<file path="config.mk">
export PLATFORM = sky130hd
export DESIGN_NAME = port_pin_direction_drive_control
export DESIGN_NICKNAME = d
export VERILOG_FILES = /design/src/rtl/port_ctl_pkg.sv /design/src/rtl/port_pin_direction_drive_control.sv /design/src/rtl/port_pin_drive.sv
export VERILOG_INCLUDE_DIRS = /design/src /design/src/rtl
export SDC_FILE = /design/constraint.sdc
export NUM_CORES = 1
export LEC_CHECK = 0
export BUFFER_PORTS_ARGS = -buffer_cell sky130_fd_sc_hd__buf_2
export CAP_MARGIN = 10
export CORE_ASPECT_RATIO = 1.5
export CORE_MARGIN = 5
export CORE_UTILIZATION = 38
export CTS_CLUSTER_DIAMETER = 60
export DETAILED_ROUTE_END_ITERATION = 8
export HOLD_SLACK_MARGIN = 0.03
export PLACE_DENSITY_LB_ADDON = 0.08
export SLEW_MARGIN = 20
export SYNTH_ARGS = -nofsm -noshare
export SYNTH_HDL_FRONTEND = slang
export SYNTH_SLANG_ARGS = --single-unit
export TNS_END_PERCENT = 20
</file>
<file path="constraint.sdc">
create_clock -name I_MCLK -period 2.5 [get_ports I_MCLK]
set_input_delay 0.5 -clock I_MCLK [delete_from_list [all_inputs] [get_ports I_MCLK]]
set_output_delay 0.5 -clock I_MCLK [all_outputs]
set_load 0.005 [all_outputs]
</file>
<file path="src/rtl/port_ctl_regs.svh">
`ifndef PORT_CTL_REGS_SVH
`define PORT_CTL_REGS_SVH

// register indices on the host register port
`define PC_ADDR_W         5
`define PC_IDX_DIN_B      5'h00
`define PC_IDX_DIN_C      5'h01
`define PC_IDX_DIN_D      5'h02
`define PC_IDX_DOUT_B     5'h04
`define PC_IDX_DOUT_C     5'h05
`define PC_IDX_DOUT_D     5'h06
`define PC_IDX_DIR_B      5'h08
`define PC_IDX_DIR_C      5'h09
`define PC_IDX_DIR_D      5'h0a
`define PC_IDX_DRV_B      5'h0c
`define PC_IDX_DRV_C      5'h0d
`define PC_IDX_DRV_D      5'h0e
`define PC_IDX_MC_OUT     5'h10
`define PC_IDX_MC_IN      5'h11

// reset values and field masks
`define PC_RST_BYTE       8'h00
`define PC_RST_D          3'h0
`define PC_DRV_B_OD_MASK  8'hf0
`define PC_DRV_B_SLEW_MASK 8'h0f
`define PC_DRV_C_OD_MASK  8'hff
`define PC_DRV_D_SLEW_MASK 8'h07
`define PC_D_LO           2
`define PC_D_CLK_BIT      1
`define PC_D_CSI_BIT      2
`define PC_NUM_ECS        3

`endif

</file>
<file path="src/rtl/port_ctl_pkg.sv">
package port_ctl_pkg;
   typedef logic [7:0] byte_t;
   typedef logic [2:0] dpin_t;
   typedef enum logic {ECS_ACT_HIGH, ECS_ACT_LOW} ecs_pol_e;
endpackage : port_ctl_pkg

</file>
<file path="src/rtl/port_pin_direction_drive_control.sv">
`timescale 1ns/1ps
`include "port_ctl_regs.svh"
// Overview of operation
// - with an enable term defined, pin drives if direction or term is one
// - with no enable term, direction bit alone selects output or input
// - port D direction uses only its three low bits
// - drive-select bit one makes an open-drain pin open drain
// - drive-select bit one selects fast slew on slew-capable pins
// - port B bits 7..4 open drain, bits 3..0 slew
// - port C all eight bits are open-drain selects
// - port D bits 2..0 slew, bits 7..3 no function
// - first macrocell group to port B only; second group to B or C
// - B and C inputs via input macrocells; D inputs go direct
// - three chip selects on port D, one term each, polarity set
// - chip select driver enabled by enable term or direction bit
// - port D chip selects use no output macrocell
// - port D pin one may clock the output macrocell flip-flops
// - chip select input high puts registers in standby
// - output pin follows data-out; input pin readable via data-in
// - configuration registers clear to zero, all pins input
module port_pin_direction_drive_control
   import port_ctl_pkg::*;
(
   // clock and reset
   input  wire logic                   I_MCLK,
   input  wire logic                   I_RST_N,
   // host register port
   input  wire logic [`PC_ADDR_W-1:0]  I_ADDR,
   input  wire logic                   I_WR,
   input  wire logic                   I_RD,
   input  wire logic [7:0]             I_WDATA,
   output logic      [7:0]             O_RDATA,
   // logic array terms and macrocells
   input  wire logic [7:0]             I_MC_FIRST,
   input  wire logic [7:0]             I_MC_SECOND,
   input  wire logic [7:0]             I_B_SEL_FIRST,
   input  wire logic [7:0]             I_B_SEL_SECOND,
   input  wire logic [7:0]             I_C_SEL_SECOND,
   input  wire logic [7:0]             I_OE_PT_B,
   input  wire logic [7:0]             I_OE_PT_C,
   input  wire logic [2:0]             I_OE_PT_D,
   input  wire logic [7:0]             I_OE_DEF_B,
   input  wire logic [7:0]             I_OE_DEF_C,
   input  wire logic [2:0]             I_OE_DEF_D,
   input  wire logic [2:0]             I_ECS_PT,
   input  wire logic [2:0]             I_ECS_EN,
   input  wire logic [2:0]             I_ECS_POL,
   input  wire logic [7:0]             I_IMC_CLK_B,
   input  wire logic [7:0]             I_IMC_CLK_C,
   input  wire logic                   I_CLK_IN_EN,
   input  wire logic                   I_CSI_EN,
   // pins
   input  wire logic [7:0]             I_PB_IN,
   input  wire logic [7:0]             I_PC_IN,
   input  wire logic [2:0]             I_PD_IN,
   output logic      [7:0]             O_PB_OUT,
   output logic      [7:0]             O_PB_OE_N,
   output logic      [7:0]             O_PC_OUT,
   output logic      [7:0]             O_PC_OE_N,
   output logic      [2:0]             O_PD_OUT,
   output logic      [2:0]             O_PD_OE_N,
   // driver controls and array side
   output logic      [3:0]             O_PB_FAST_SLEW,
   output logic      [2:0]             O_PD_FAST_SLEW,
   output logic      [7:0]             O_IMC_B,
   output logic      [7:0]             O_IMC_C,
   output logic      [2:0]             O_PD_DIRECT,
   output logic                        O_MC_CLK_EN,
   output logic                        O_STANDBY
);
   // ----------------------------------------------------------------
   // state
   // ----------------------------------------------------------------
   typedef struct packed {
      byte_t dout_b;
      byte_t dout_c;
      dpin_t dout_d;
      byte_t dir_b;
      byte_t dir_c;
      dpin_t dir_d;
      byte_t drv_b;
      byte_t drv_c;
      dpin_t drv_d;
      byte_t imc_b;
      byte_t imc_c;
      dpin_t pd_direct;
      byte_t rdata;
      logic  clk_prev;
      logic  mc_clk_en;
      logic  standby;
      logic  [3:0] slew_b;
      dpin_t slew_d;
   } st_s;

   st_s st_r, st_nxt;
   logic        csi_hi;
   logic        reg_ok;
   logic [7:0]  sel_b;
   logic [7:0]  data_b;
   logic [2:0]  ecs_val;
   logic [2:0]  d_oe_def;
   logic [2:0]  d_plc;

   function automatic byte_t rd_mux(input logic [`PC_ADDR_W-1:0] a, input st_s s,
                                    input logic [7:0] pb, input logic [7:0] pc,
                                    input logic [2:0] pd, input logic [7:0] mo);
      byte_t r;
      r = `PC_RST_BYTE;
      unique case (a)
         `PC_IDX_DIN_B:  r = pb;
         `PC_IDX_DIN_C:  r = pc;
         `PC_IDX_DIN_D:  r = {5'h00, pd};
         `PC_IDX_DOUT_B: r = s.dout_b;
         `PC_IDX_DOUT_C: r = s.dout_c;
         `PC_IDX_DOUT_D: r = {5'h00, s.dout_d};
         `PC_IDX_DIR_B:  r = s.dir_b;
         `PC_IDX_DIR_C:  r = s.dir_c;
         `PC_IDX_DIR_D:  r = {5'h00, s.dir_d};
         `PC_IDX_DRV_B:  r = s.drv_b;
         `PC_IDX_DRV_C:  r = s.drv_c;
         `PC_IDX_DRV_D:  r = {5'h00, s.drv_d};
         `PC_IDX_MC_OUT: r = mo;
         `PC_IDX_MC_IN:  r = s.imc_b;
         default:        r = `PC_RST_BYTE;
      endcase
      return r;
   endfunction : rd_mux

   // ----------------------------------------------------------------
   // next state
   // ----------------------------------------------------------------
   always_comb
   begin
      st_nxt = st_r;
      csi_hi = I_CSI_EN & I_PD_IN[`PC_D_CSI_BIT];
      reg_ok = ~csi_hi;
      st_nxt.standby = csi_hi;
      if (reg_ok && I_WR)
      begin
         unique case (I_ADDR)
            `PC_IDX_DOUT_B: st_nxt.dout_b = I_WDATA;
            `PC_IDX_DOUT_C: st_nxt.dout_c = I_WDATA;
            `PC_IDX_DOUT_D: st_nxt.dout_d = I_WDATA[`PC_D_LO:0];
            `PC_IDX_DIR_B:  st_nxt.dir_b  = I_WDATA;
            `PC_IDX_DIR_C:  st_nxt.dir_c  = I_WDATA;
            `PC_IDX_DIR_D:  st_nxt.dir_d  = I_WDATA[`PC_D_LO:0];
            `PC_IDX_DRV_B:  st_nxt.drv_b  = I_WDATA;
            `PC_IDX_DRV_C:  st_nxt.drv_c  = I_WDATA;
            `PC_IDX_DRV_D:  st_nxt.drv_d  = I_WDATA[`PC_D_LO:0];
            default:        ;
         endcase
      end
      if (reg_ok && I_RD)
         st_nxt.rdata = rd_mux(I_ADDR, st_r, I_PB_IN, I_PC_IN, I_PD_IN,
                               I_MC_SECOND);
      // input macrocells: registered on their clock term, else hold
      for (int i = 0; i < 8; i++)
      begin
         if (I_IMC_CLK_B[i])
            st_nxt.imc_b[i] = I_PB_IN[i];
         if (I_IMC_CLK_C[i])
            st_nxt.imc_c[i] = I_PC_IN[i];
      end
      st_nxt.pd_direct = I_PD_IN;
      // clock pin edge gives macrocell enable pulse
      st_nxt.clk_prev  = I_PD_IN[`PC_D_CLK_BIT];
      st_nxt.mc_clk_en = I_CLK_IN_EN & I_PD_IN[`PC_D_CLK_BIT] & ~st_r.clk_prev;
      st_nxt.slew_b = 4'(st_r.drv_b & `PC_DRV_B_SLEW_MASK);
      st_nxt.slew_d = 3'({5'h00, st_r.drv_d} & `PC_DRV_D_SLEW_MASK);
   end

   always_ff @(posedge I_MCLK or negedge I_RST_N)
   begin
      if (!I_RST_N)
         st_r <= '0;
      else
         st_r <= st_nxt;
   end

   // ----------------------------------------------------------------
   // output routing
   // ----------------------------------------------------------------
   always_comb
   begin
      sel_b  = I_B_SEL_FIRST | I_B_SEL_SECOND;
      // first group wins on port B; C gets second group only
      data_b = (I_B_SEL_FIRST & I_MC_FIRST) | (~I_B_SEL_FIRST & I_MC_SECOND);
      for (int k = 0; k < `PC_NUM_ECS; k++)
         ecs_val[k] = (ecs_pol_e'(I_ECS_POL[k]) == ECS_ACT_LOW) ? ~I_ECS_PT[k]
                                                                 : I_ECS_PT[k];
      d_plc    = I_ECS_EN;
      d_oe_def = I_OE_DEF_D;
   end

   port_pin_drive #(.W(8)) u_drv_b (
      .i_clk      (I_MCLK),
      .i_rst_n    (I_RST_N),
      .i_dir      (st_r.dir_b),
      .i_oe_pt    (I_OE_PT_B),
      .i_oe_def   (I_OE_DEF_B),
      .i_plc_sel  (sel_b),
      .i_plc_data (data_b),
      .i_dout     (st_r.dout_b),
      .i_od       (st_r.drv_b & `PC_DRV_B_OD_MASK),
      .o_pin_out  (O_PB_OUT),
      .o_pin_oe_n (O_PB_OE_N)
   );

   port_pin_drive #(.W(8)) u_drv_c (
      .i_clk      (I_MCLK),
      .i_rst_n    (I_RST_N),
      .i_dir      (st_r.dir_c),
      .i_oe_pt    (I_OE_PT_C),
      .i_oe_def   (I_OE_DEF_C),
      .i_plc_sel  (I_C_SEL_SECOND),
      .i_plc_data (I_MC_SECOND),
      .i_dout     (st_r.dout_c),
      .i_od       (st_r.drv_c & `PC_DRV_C_OD_MASK),
      .o_pin_out  (O_PC_OUT),
      .o_pin_oe_n (O_PC_OE_N)
   );

   port_pin_drive #(.W(3)) u_drv_d (
      .i_clk      (I_MCLK),
      .i_rst_n    (I_RST_N),
      .i_dir      (st_r.dir_d),
      .i_oe_pt    (I_OE_PT_D),
      .i_oe_def   (d_oe_def),
      .i_plc_sel  (d_plc),
      .i_plc_data (ecs_val),
      .i_dout     (st_r.dout_d),
      .i_od       (`PC_RST_D),
      .o_pin_out  (O_PD_OUT),
      .o_pin_oe_n (O_PD_OE_N)
   );

   assign O_RDATA        = st_r.rdata;
   assign O_PB_FAST_SLEW = st_r.slew_b;
   assign O_PD_FAST_SLEW = st_r.slew_d;
   assign O_IMC_B        = st_r.imc_b;
   assign O_IMC_C        = st_r.imc_c;
   assign O_PD_DIRECT    = st_r.pd_direct;
   assign O_MC_CLK_EN    = st_r.mc_clk_en;
   assign O_STANDBY      = st_r.standby;
endmodule : port_pin_direction_drive_control

</file>
<file path="src/rtl/port_pin_drive.sv">
`timescale 1ns/1ps
`include "port_ctl_regs.svh"
// per-pin driver: direction, data select, open-drain
module port_pin_drive
   import port_ctl_pkg::*;
#(
   parameter int W = 8
)(
   input  wire logic         i_clk,
   input  wire logic         i_rst_n,
   input  wire logic [W-1:0] i_dir,
   input  wire logic [W-1:0] i_oe_pt,
   input  wire logic [W-1:0] i_oe_def,
   input  wire logic [W-1:0] i_plc_sel,
   input  wire logic [W-1:0] i_plc_data,
   input  wire logic [W-1:0] i_dout,
   input  wire logic [W-1:0] i_od,
   output logic      [W-1:0] o_pin_out,
   output logic      [W-1:0] o_pin_oe_n
);
   typedef struct packed {
      logic [W-1:0] out;
      logic [W-1:0] oe_n;
   } pd_s;
   pd_s s_r, s_nxt;
   logic drive;
   logic data;

   always_comb
   begin
      s_nxt = s_r;
      drive = 1'b0;
      data  = 1'b0;
      for (int i = 0; i < W; i++)
      begin
         // term defined: or of both; else direction alone
         drive = i_oe_def[i] ? (i_dir[i] | i_oe_pt[i]) : i_dir[i];
         data  = i_plc_sel[i] ? i_plc_data[i] : i_dout[i];
         s_nxt.out[i] = i_od[i] ? 1'b0 : data;
         s_nxt.oe_n[i] = ~(drive & ~(i_od[i] & data));
      end
   end

   always_ff @(posedge i_clk or negedge i_rst_n)
   begin
      if (!i_rst_n)
         s_r <= '{out: '0, oe_n: '1};
      else
         s_r <= s_nxt;
   end

   assign o_pin_out  = s_r.out;
   assign o_pin_oe_n = s_r.oe_n;
endmodule : port_pin_drive

</file>
==> results of run 1 <==
how the worst max path moves through the flow:
stage                         start          to  slack (ns)  depth (start not counted)
after floorplan           I_ADDR[1]    st_r[67]        0.79                          5
after global placement    I_ADDR[4]  O_RDATA[2]        0.19                          6
after detailed placement  I_ADDR[4]  O_RDATA[2]        0.17                          6
after CTS                 I_ADDR[4]  O_RDATA[2]        0.62                          6
after global routing      I_ADDR[4]  O_RDATA[2]        0.50                          6
final                     I_ADDR[4]  O_RDATA[2]        0.56                          6
stage by stage:
| step | cell area (um^2) | instances | hold WS (ns) | setup slack, ns | utilization [%] |
|---|---|---|---|---|---|
| final | 7740 | 901 | 0.0454 | 0.562 | 49.3 |
| after detailed placement | 7140 | 869 | 0.396 | 0.175 | 45.5 |
| after CTS | 7740 | 901 | 0.0735 | 0.617 | 49.3 |
| after floorplan | 6100 | 490 | 0.204 | 0.788 | - |
| after global placement | 7140 | 869 | 0.383 | 0.192 | 45.5 |
| after global routing | 7740 | 901 | 0.106 | 0.497 | 49.3 |
layout make-up:
class | instances | area share (%)
well taps | 203 | 3.28
clock inverters | 13 | 2.07
clock buffers | 19 | 5.72
repair buffers | 222 | 14.9
flip-flops and latches | 131 | 42.7
inverters | 14 | 0.679
multi-input cells | 299 | 30.7
layer usage:
layer	track usage [%]	share of wire, %
met5	0	0
met4	7.05	2.4
met3	5.72	7.6
met2	35.1	53
met1	23.3	37
cells by family after synthesis:
group / Yosys count / synth area share [%]
DFF: 131 / 54.2
muxes: 105 / 19.2
and+or+nand+nor: 94 / 8.74
AOI/OAI and AO/OA: 97 / 10.6
xor gates and xnor gates: 3 / 0.431
buffers and inverters: 60 / 6.83
state kept, by name, indices dropped and copies added (netlist names), 8 cells and up:
| name | flops |
|---|---|
| O_RDATA | 8 |
| u_drv_b.o_pin_oe_n | 8 |
| O_IMC_B | 8 |
| st_r | 50 |
| u_drv_b.o_pin_out | 8 |
| O_IMC_C | 8 |
| u_drv_c.o_pin_oe_n | 8 |
| u_drv_c.o_pin_out | 8 |
where the power goes:
| part | switching [mW] | total (mW) | internal [mW] |
|---|---|---|---|
| clock | 0.957 | 2.55 | 1.59 |
| combinational | 0.396 | 0.850 | 0.454 |
| sequential | 0.229 | 2.70 | 2.47 |
layout by cell type (no fill, tap or decap), drive strengths merged, types with 2 or more instances in the layout:
| cell type | instances |
|---|---|
| a211oi | 3 |
| a21o | 15 |
| a21oi | 25 |
| a221oi | 4 |
| a22o | 4 |
| a22oi | 7 |
| a31oi | 3 |
| a32oi | 7 |
| buf | 222 |
| bufinv | 3 |
| clkbuf | 19 |
| clkinv | 8 |
| clkinvlp | 2 |
| dfrtp | 112 |
| dfstp | 19 |
| inv | 14 |
| mux2 | 75 |
| mux2i | 28 |
| mux4 | 2 |
| nand2 | 23 |
| nand3 | 4 |
| nand3b | 4 |
| nor2 | 39 |
| nor2b | 3 |
| nor3 | 5 |
| nor3b | 3 |
| o21ai | 18 |
| or3 | 2 |
| or3b | 2 |
| xnor2 | 3 |
worst max-delay path, stage by stage:
cell     delay (ns)
buf_2          0.34
or3_1          0.46
nor2_1         0.20
a22o_1         0.28
nor3_1         0.27
a32oi_1        0.14
==> summary.txt, run 1 <==
most common cell in the synthesized netlist - dfrtp_1
Worst Setup End Kind - flip-flop
clock-pin slew on the worst setup and hold paths - 0.06 ns
core area - 15,700 um^2
dpl hpwl - 14,000 um
Slew Viols, Final - 0
outcome - completed
Max Fclk - 516 MHz
top cells by count, synth - dfrtp_1 (112), mux2_2 (71), buf_4 (35)
setup_tns - 0 ns
initial core utilization - 38.8%
total wire length - 18,500 um
storage element area - 3300 um^2
DR iter-0 viols - 222
grt total ovfl - 0
drt drc - 0
via count - 4,678
Worst Skew - 0.0162 ns
Total Routing Usage GR - 20.0%
final worst path period need - 1.94 ns
worst r2r src - st_r[46]
H-tree Lvls - 4
I/O pin cnt - 215
ys async rst share - 100%
standard-cell rows - 56
Max-Slew Margin vs Limit - 60.1%
Die Ht - 165 um
RR Endpoint - O_RDATA[6]
Final Net Count - 826
final number of setup-violating endpoints - 0
flops & latches, synth - 131
ANT cells - 0
Area growth syn-to-layout - 26.9%
Min-Delay Path Class - input port to async pin
clock root buffer - clkbuf_16
worst reg-to-reg setup slack - 1.05 ns
Power, Total - 6.10 mW
CTS tree - yes
RSZ-0062 raised after global routing - false
antenna viol nets, final - 0
worst skew pair latency - 0.43 ns
post_cts resized - 0
maxcap violations - 0
Critical Path AT - 2.21 ns
Post-synth EDFFs - 0
Power per Cell Area - 788 nW/um^2
sequential fraction of the synthesis area - 54.2%
Synth area leader - dfrtp_1
top-area cell type share of the netlist area - 46.0%
Least-Margin Pin Slew - 0.598 ns
TritonCTS buffer count - 17
gp weighted congestion - 0.872
Mapped Cells - 490
Die ar. - 18,700 um^2
# Post-CTS Setup Buffers - 0
# clock sinks - 131
layout filler cell count - 1,475
Mapped Area - 6100 um^2
drt wl/cell - 20.6 um
TritonRoute pass-1 iters - 5
Worst IR Drop VDD - 0.372 mV
layout cell share with drive strength beyond 1 - 52.6%
Startpoint Class - input port
Post-CTS Hold Buffers - 0
Area contributors post-synth - dfrtp_1 (46%), mux2_2 (13%), dfstp_2 (8.2%)
DR vias/cell - 5.19
YS warnings - 0
multi-input logic area - 2380 um^2
vias in the first global route - 5,055
period utilisation layout - 77.5%
first-pass GRT wire length - 28,300 um
largest net degree at the start of global routing - 63
reg2reg path depth - 4
CTS Buffer Depth - 2
Port Buffers - 214
Synthesized Nets - 631
CP required - 2.78 ns
Synth Flop Type - dfrtp_1
Post-Syn Area per Cell - 12.4 um^2
LEAKAGE - 3.84 nW
Fin. Hold Viols - 0
CP max FO - 18
Netlist cell types - 59
die width - 113 um
Setup CP Type - input port to flip-flop
initial antenna violation count - 0
(Power assumes the default switching activity.)
==> run 2, diff against run 1 <==
clock period = 1.9 ns   (was 2.5 ns; I/O delays follow)
==> run 2 against run 1 <==
Against the previous run: sequential share of layout area shrank 1.3 points; largest cell class unchanged; sequential power grew 31%; non-clock buffer count grew 23; power grew 37%; final cell count grew 2.6%; highest routed layer is now met5; worst hold slack gained 0.044 ns; die area is the same; critical endpoint is now O_RDATA[7]; clock power grew 43%; count of clock-buffer cells in the layout grew 1; setup slack lost 0.16 ns; clock skew shrank 0.0023 ns; cell area grew 3.2%.
==> summary.txt, run 2 (synthesized netlist as in run 1, its figures left out) <==
outcome - completed
I/O pin cnt - 215
H-tree Lvls - 4
LEAKAGE - 3.98 nW
die width - 113 um
delay-heaviest family, CP - simple AND/OR/NAND/NOR gates
Layout Utilization - 50.9%
antenna viol nets, final - 0
period utilisation layout - 79.0%
dpl hpwl - 14,300 um
CP required - 2.23 ns
most common cell after layout, fill and taps aside - buf_2
Die ar. - 18,700 um^2
Max-Slew Margin vs Limit - 66.5%
grt total ovfl - 0
ANT cells - 0
Clock Power Share - 43.7%
met1 Use GR - 25.0%
initial core utilization - 38.8%
initial antenna violation count - 1
post_cts resized - 0
CP max FO - 10
Int Pwr - 6.28 mW
worst hold margin - 0.0892 ns
layout cell share with drive strength beyond 1 - 54.0%
max FFs per register - 50
Total Routing Usage GR - 20.2%
Port Buffers - 214
drt drc - 0
Worst Setup End Kind - flip-flop
via count - 4,653
largest net degree at the start of global routing - 49
DR iter-0 viols - 202
gp weighted congestion - 0.864
TritonRoute pass-1 iters - 6
Max Fclk - 666 MHz
# clock sinks - 131
Area growth syn-to-layout - 31.0%
final worst path period need - 1.50 ns
layout filler cell count - 1,470
design area - 7990 um^2
Sw Share - 24.6%
Slew Viols, Final - 0
Slowest cell on crit path - or3b_4
DP Area - 7310 um^2
Buf/Inv on CP - 2
drt wl/cell - 20.0 um
core area - 15,700 um^2
standard-cell rows - 56
Fin. Hold Viols - 0
leading cell types in the layout, fill and taps excluded - buf_2 (213), dfrtp_1 (112), mux2_2 (71)
CTS tree - yes
largest register by flop count - st_r
Final Net Count - 849
vias in the first global route - 5,070
Worst Skew - 0.0138 ns
Min-Delay Path Class - input port to flip-flop
final number of setup-violating endpoints - 0
Critical Path AT - 1.83 ns
GR met2 Demand/Resource - 34.9%
RSZ-0062 raised after global routing - false
Startpoint Class - input port
non-filler cells, final - 924
TritonCTS buffer count - 17
largest stage delay on the critical path - 0.46 ns
worst skew pair latency - 0.42 ns
DR vias/cell - 5.04
first-pass GRT wire length - 28,600 um
combinational share of power - 13.8%
crit path cell chain - buf_2 > buf_4 > or3b_4 > nor2_2 > a22oi_1 > a31o_2 > o211ai_1
PnR worst setup slack - 0.399 ns
clock root buffer - clkbuf_16
switching pwr - 2.05 mW
placed cell count - 891
Least-Margin Pin Slew - 0.503 ns
total wire length - 18,400 um
Setup CP Type - input port to flip-flop
maxcap violations - 0
Flop pwr share - 42.5%
M3 GR Usage - 4.67%
CTS Buffer Depth - 2
Worst IR Drop VDD - 0.489 mV
clock-pin slew on the worst setup and hold paths - 0.06 ns
Most Used Layer, Global Route - met2
worst slack at placement - -0.0187 ns
Die Ht - 165 um
Power per Cell Area - 1040 nW/um^2
==> run 2: cell types whose count changed in the layout (fill, tap and decap cells not counted), sizes merged <==
cell	before	now
bufinv	3	5
buf	222	244
dlygate4sd3	0	1
clkinv	8	5
clkbuf	19	20
==> run 2: power by group through the flow <==
stage	sequential (mW)	combinational, mW	clock (mW)
after floorplan	3.49	0.653	0
after global placement	3.58	1.15	0
after detailed placement	3.59	1.17	0
after CTS	3.54	1.18	3.72
after global routing	3.59	1.28	3.84
final	3.54	1.15	3.64
==> run 2: final timing paths <==
kind	from	end	slack (ns)	cells after the start
max	I_ADDR[1]	O_RDATA[7]	0.40	7
min	I_OE_PT_D[0]	u_drv_d.o_pin_oe_n[0]	0.09	2
max reg2reg	st_r[46]	O_RDATA[6]	0.43	4
min reg2reg	st_nxt[6]	O_PB_FAST_SLEW[3]	0.41	0
max in group asynchronous	I_RST_N	u_drv_b.o_pin_oe_n[2]	0.77	3
min in group asynchronous	I_RST_N	u_drv_c.o_pin_out[0]	0.48	2
==> run 2: final cells by class <==
class                           instances  area, um^2  share of cell area (%)
Sequential cell                       131        3300                    41.4
Timing Repair Buffer                  245        1340                    16.8
Inverter                               14        52.6                   0.658
Clock inverter                         12         205                    2.57
Clock buffer                           20         457                    5.72
Tap cell                              203         254                    3.18
Multi-Input combinational cell        299        2380                    29.8
==> run 2: per-layer routing <==
metal	wire [um]	up-vias	part of all wire, %
li1	-	2169	-
met1	7170	2292	39
met2	9850	168	53
met3	1160	22	6.3
met4	259	2	1.4
met5	7	-	0.038
==> run 2: timing repair <==
item                      4_1_cts  5_1_grt
hold buffers                    1        0
setup buffers                   0        0
hold endpoints to repair       38        0
==> run 2: metrics by stage <==
step / TNS, ns / total power [mW]
2_1_floorplan: 0 / 4.15
3_3_place_gp: 0 / 4.73
3_5_place_dp: -0.0676 / 4.76
4_1_cts: 0 / 8.44
5_1_grt: 0 / 8.71
6_report: 0 / 8.33
==> run 3, diff against run 2 <==
clock period = 1.42 ns   (was 1.9 ns; I/O delays follow)
==> run 3 against run 2 <==
Against the previous run: wire length up 4.5%; core utilization increased by 2.9 points; highest routed layer is now met4; largest power group is now registers; combinational power increased by 52%; critical path type is now flip-flop to flip-flop; worst hold slack worse by 0.030 ns; non-clock buffer count rose by 56; sequential power up 33%; final cell count increased by 6.1%; critical path depth fell by 3; via count grew 4.2%; setup slack worse by 0.37 ns; register-to-register slack got worse by 0.40 ns.
==> summary.txt, run 3 (synthesized netlist as in run 1, its figures left out) <==
outcome - completed
max FFs per register - 50
Port Buffers - 214
die width - 113 um
dpl hpwl - 15,200 um
HP Start - I_ECS_EN[1]
# Post-CTS Setup Buffers - 0
Fin. Hold Viols - 0
Layout Utilization - 53.8%
Total Routing Usage GR - 21.0%
Startpoint Class - flip-flop
most common cell after layout, fill and taps aside - buf_2
worst skew pair latency - 0.41 ns
Power per Cell Area - 1300 nW/um^2
antenna viol nets, final - 0
Int Pwr - 8.15 mW
Clock Power Share - 40.9%
Max Fclk - 717 MHz
Critical Path AT - 1.70 ns
worst reg-to-reg setup slack - 0.03 ns
Die ar. - 18,700 um^2
layout filler cell count - 1,435
CTS Buffer Depth - 2
layout cell share with drive strength beyond 1 - 55.7%
Area growth syn-to-layout - 38.5%
initial core utilization - 38.8%
CP max FO - 2
total wire length - 19,300 um
Slew Viols, Final - 0
crit path cell chain - mux4_2 > a22oi_2 > a31oi_1 > a21o_1
TritonCTS buffer count - 17
Worst Skew - 0.00628 ns
Max-Slew Margin vs Limit - 65.7%
largest net degree at the start of global routing - 36
DR vias/cell - 4.95
CTS tree - yes
Buf/Inv on CP - 0
Setup CP Type - flip-flop to flip-flop
reg2reg path depth - 4
Sw Share - 25.6%
largest register by flop count - st_r
TritonRoute pass-1 iters - 4
drt drc - 0
core area - 15,700 um^2
grt total ovfl - 0
delay-heaviest family, CP - multiplexers
Final Net Count - 905
final number of setup-violating endpoints - 0
drt wl/cell - 19.7 um
RSZ-0062 raised after global routing - true
# clock sinks - 131
Flop pwr share - 43.1%
ANT cells - 0
Worst IR Drop VDD - 0.678 mV
period utilisation layout - 98.2%
initial antenna violation count - 0
DP Area - 7650 um^2
final worst path period need - 1.39 ns
combinational share of power - 15.9%
Least-Margin Pin Slew - 0.514 ns
RR Endpoint - O_RDATA[4]
vias in the first global route - 5,273
via count - 4,848
LEAKAGE - 4.22 nW
worst r2r src - st_r[52]
clock-pin slew on the worst setup and hold paths - 0.06 ns
leading cell types in the layout, fill and taps excluded - buf_2 (213), dfrtp_1 (112), mux2_2 (71)
design area - 8450 um^2
Die Ht - 165 um
Min-Delay Path Class - input port to flip-flop
gp weighted congestion - 0.835
clock root buffer - clkbuf_16
largest stage delay on the critical path - 0.49 ns
I/O pin cnt - 215
Worst Setup End Kind - flip-flop
WHS Endpoint - u_drv_d.o_pin_out[1]
WHS Path Cells - 2
Slowest cell on crit path - mux4_2
first-pass GRT wire length - 29,400 um
switching pwr - 2.80 mW
DR iter-0 viols - 203
Power, Total - 10.9 mW
standard-cell rows - 56
CP required - 1.72 ns
H-tree Lvls - 4
maxcap violations - 0
[run 3: changes by cell type in the layout (fill, tap and decap cells not counted), sizes merged]
cell | previous run | this run
inv | 14 | 15
clkinvlp | 2 | 4
bufinv | 5 | 3
dlygate4sd3 | 1 | 17
clkinv | 5 | 4
buf | 244 | 284
[run 3: worst reg2reg max path, cell delays in order, from the launching register on]
cell and delay (ns):
dfrtp_1 0.39, mux4_2 0.49, a22oi_2 0.13, a31oi_1 0.10, a21o_1 0.18
[run 3: per-layer routing]
metal  track usage [%]  up-vias  wire (um)
met4              7.60        0        402
li1                  -     2273          -
met3              4.45       24       1070
met1              25.0     2386       7470
met2              37.1      165      10300
met5                 0        -          0
[run 3: final cells by class]
type / count / area (um^2) / area share (%)
Timing Repair Buffer: 301 / 1840 / 21.7
Clock inverter: 12 / 156 / 1.85
Sequential cell: 131 / 3300 / 39.1
Multi-Input combinational cell: 299 / 2400 / 28.4
Inverter: 14 / 52.6 / 0.622
Clock buffer: 20 / 447 / 5.29
Tap cell: 203 / 254 / 3.01
[run 3: power by group through the flow]
stage | clock network, mW | logic [mW] | registers [mW]
6_report | 4.48 | 1.75 | 4.72
3_5_place_dp | 0 | 1.70 | 4.79
4_1_cts | 4.58 | 1.78 | 4.73
3_3_place_gp | 0 | 1.66 | 4.78
2_1_floorplan | 0 | 0.878 | 4.67
5_1_grt | 4.75 | 1.93 | 4.79
[run 3: metrics by stage]
step	instances	setup slack, ns	hold WS [ns]	TNS (ns)
3_5_place_dp	931	-0.406	0.197	-17.47
4_1_cts	980	-0.0171	0.0435	-0.0171
5_1_grt	980	-0.0403	0.0559	-0.0632
2_1_floorplan	490	-0.0517	-0.0116	-0.430
6_report	980	0.0263	0.0590	0
3_3_place_gp	931	-0.341	0.188	-15.35
[run 3: worst max path at each step]
stage / start / to / slack, ns / depth (start not counted)
2_1_floorplan: I_ADDR[1] / st_r[67] / -0.05 / 5
5_1_grt: st_r[52] / O_RDATA[4] / -0.04 / 4
3_3_place_gp: I_ADDR[1] / st_r[67] / -0.34 / 5
3_5_place_dp: I_ADDR[4] / st_r[71] / -0.41 / 5
6_report: st_r[52] / O_RDATA[4] / 0.03 / 4
4_1_cts: st_r[52] / O_RDATA[4] / -0.02 / 4
[run 3: what timing repair did]
item,in CTS,in global routing
gates resized for setup,0,4
hold buffers,17,0
hold endpoints to repair,32,0
endpoints found under the setup margin,1,5
pin swaps,0,2
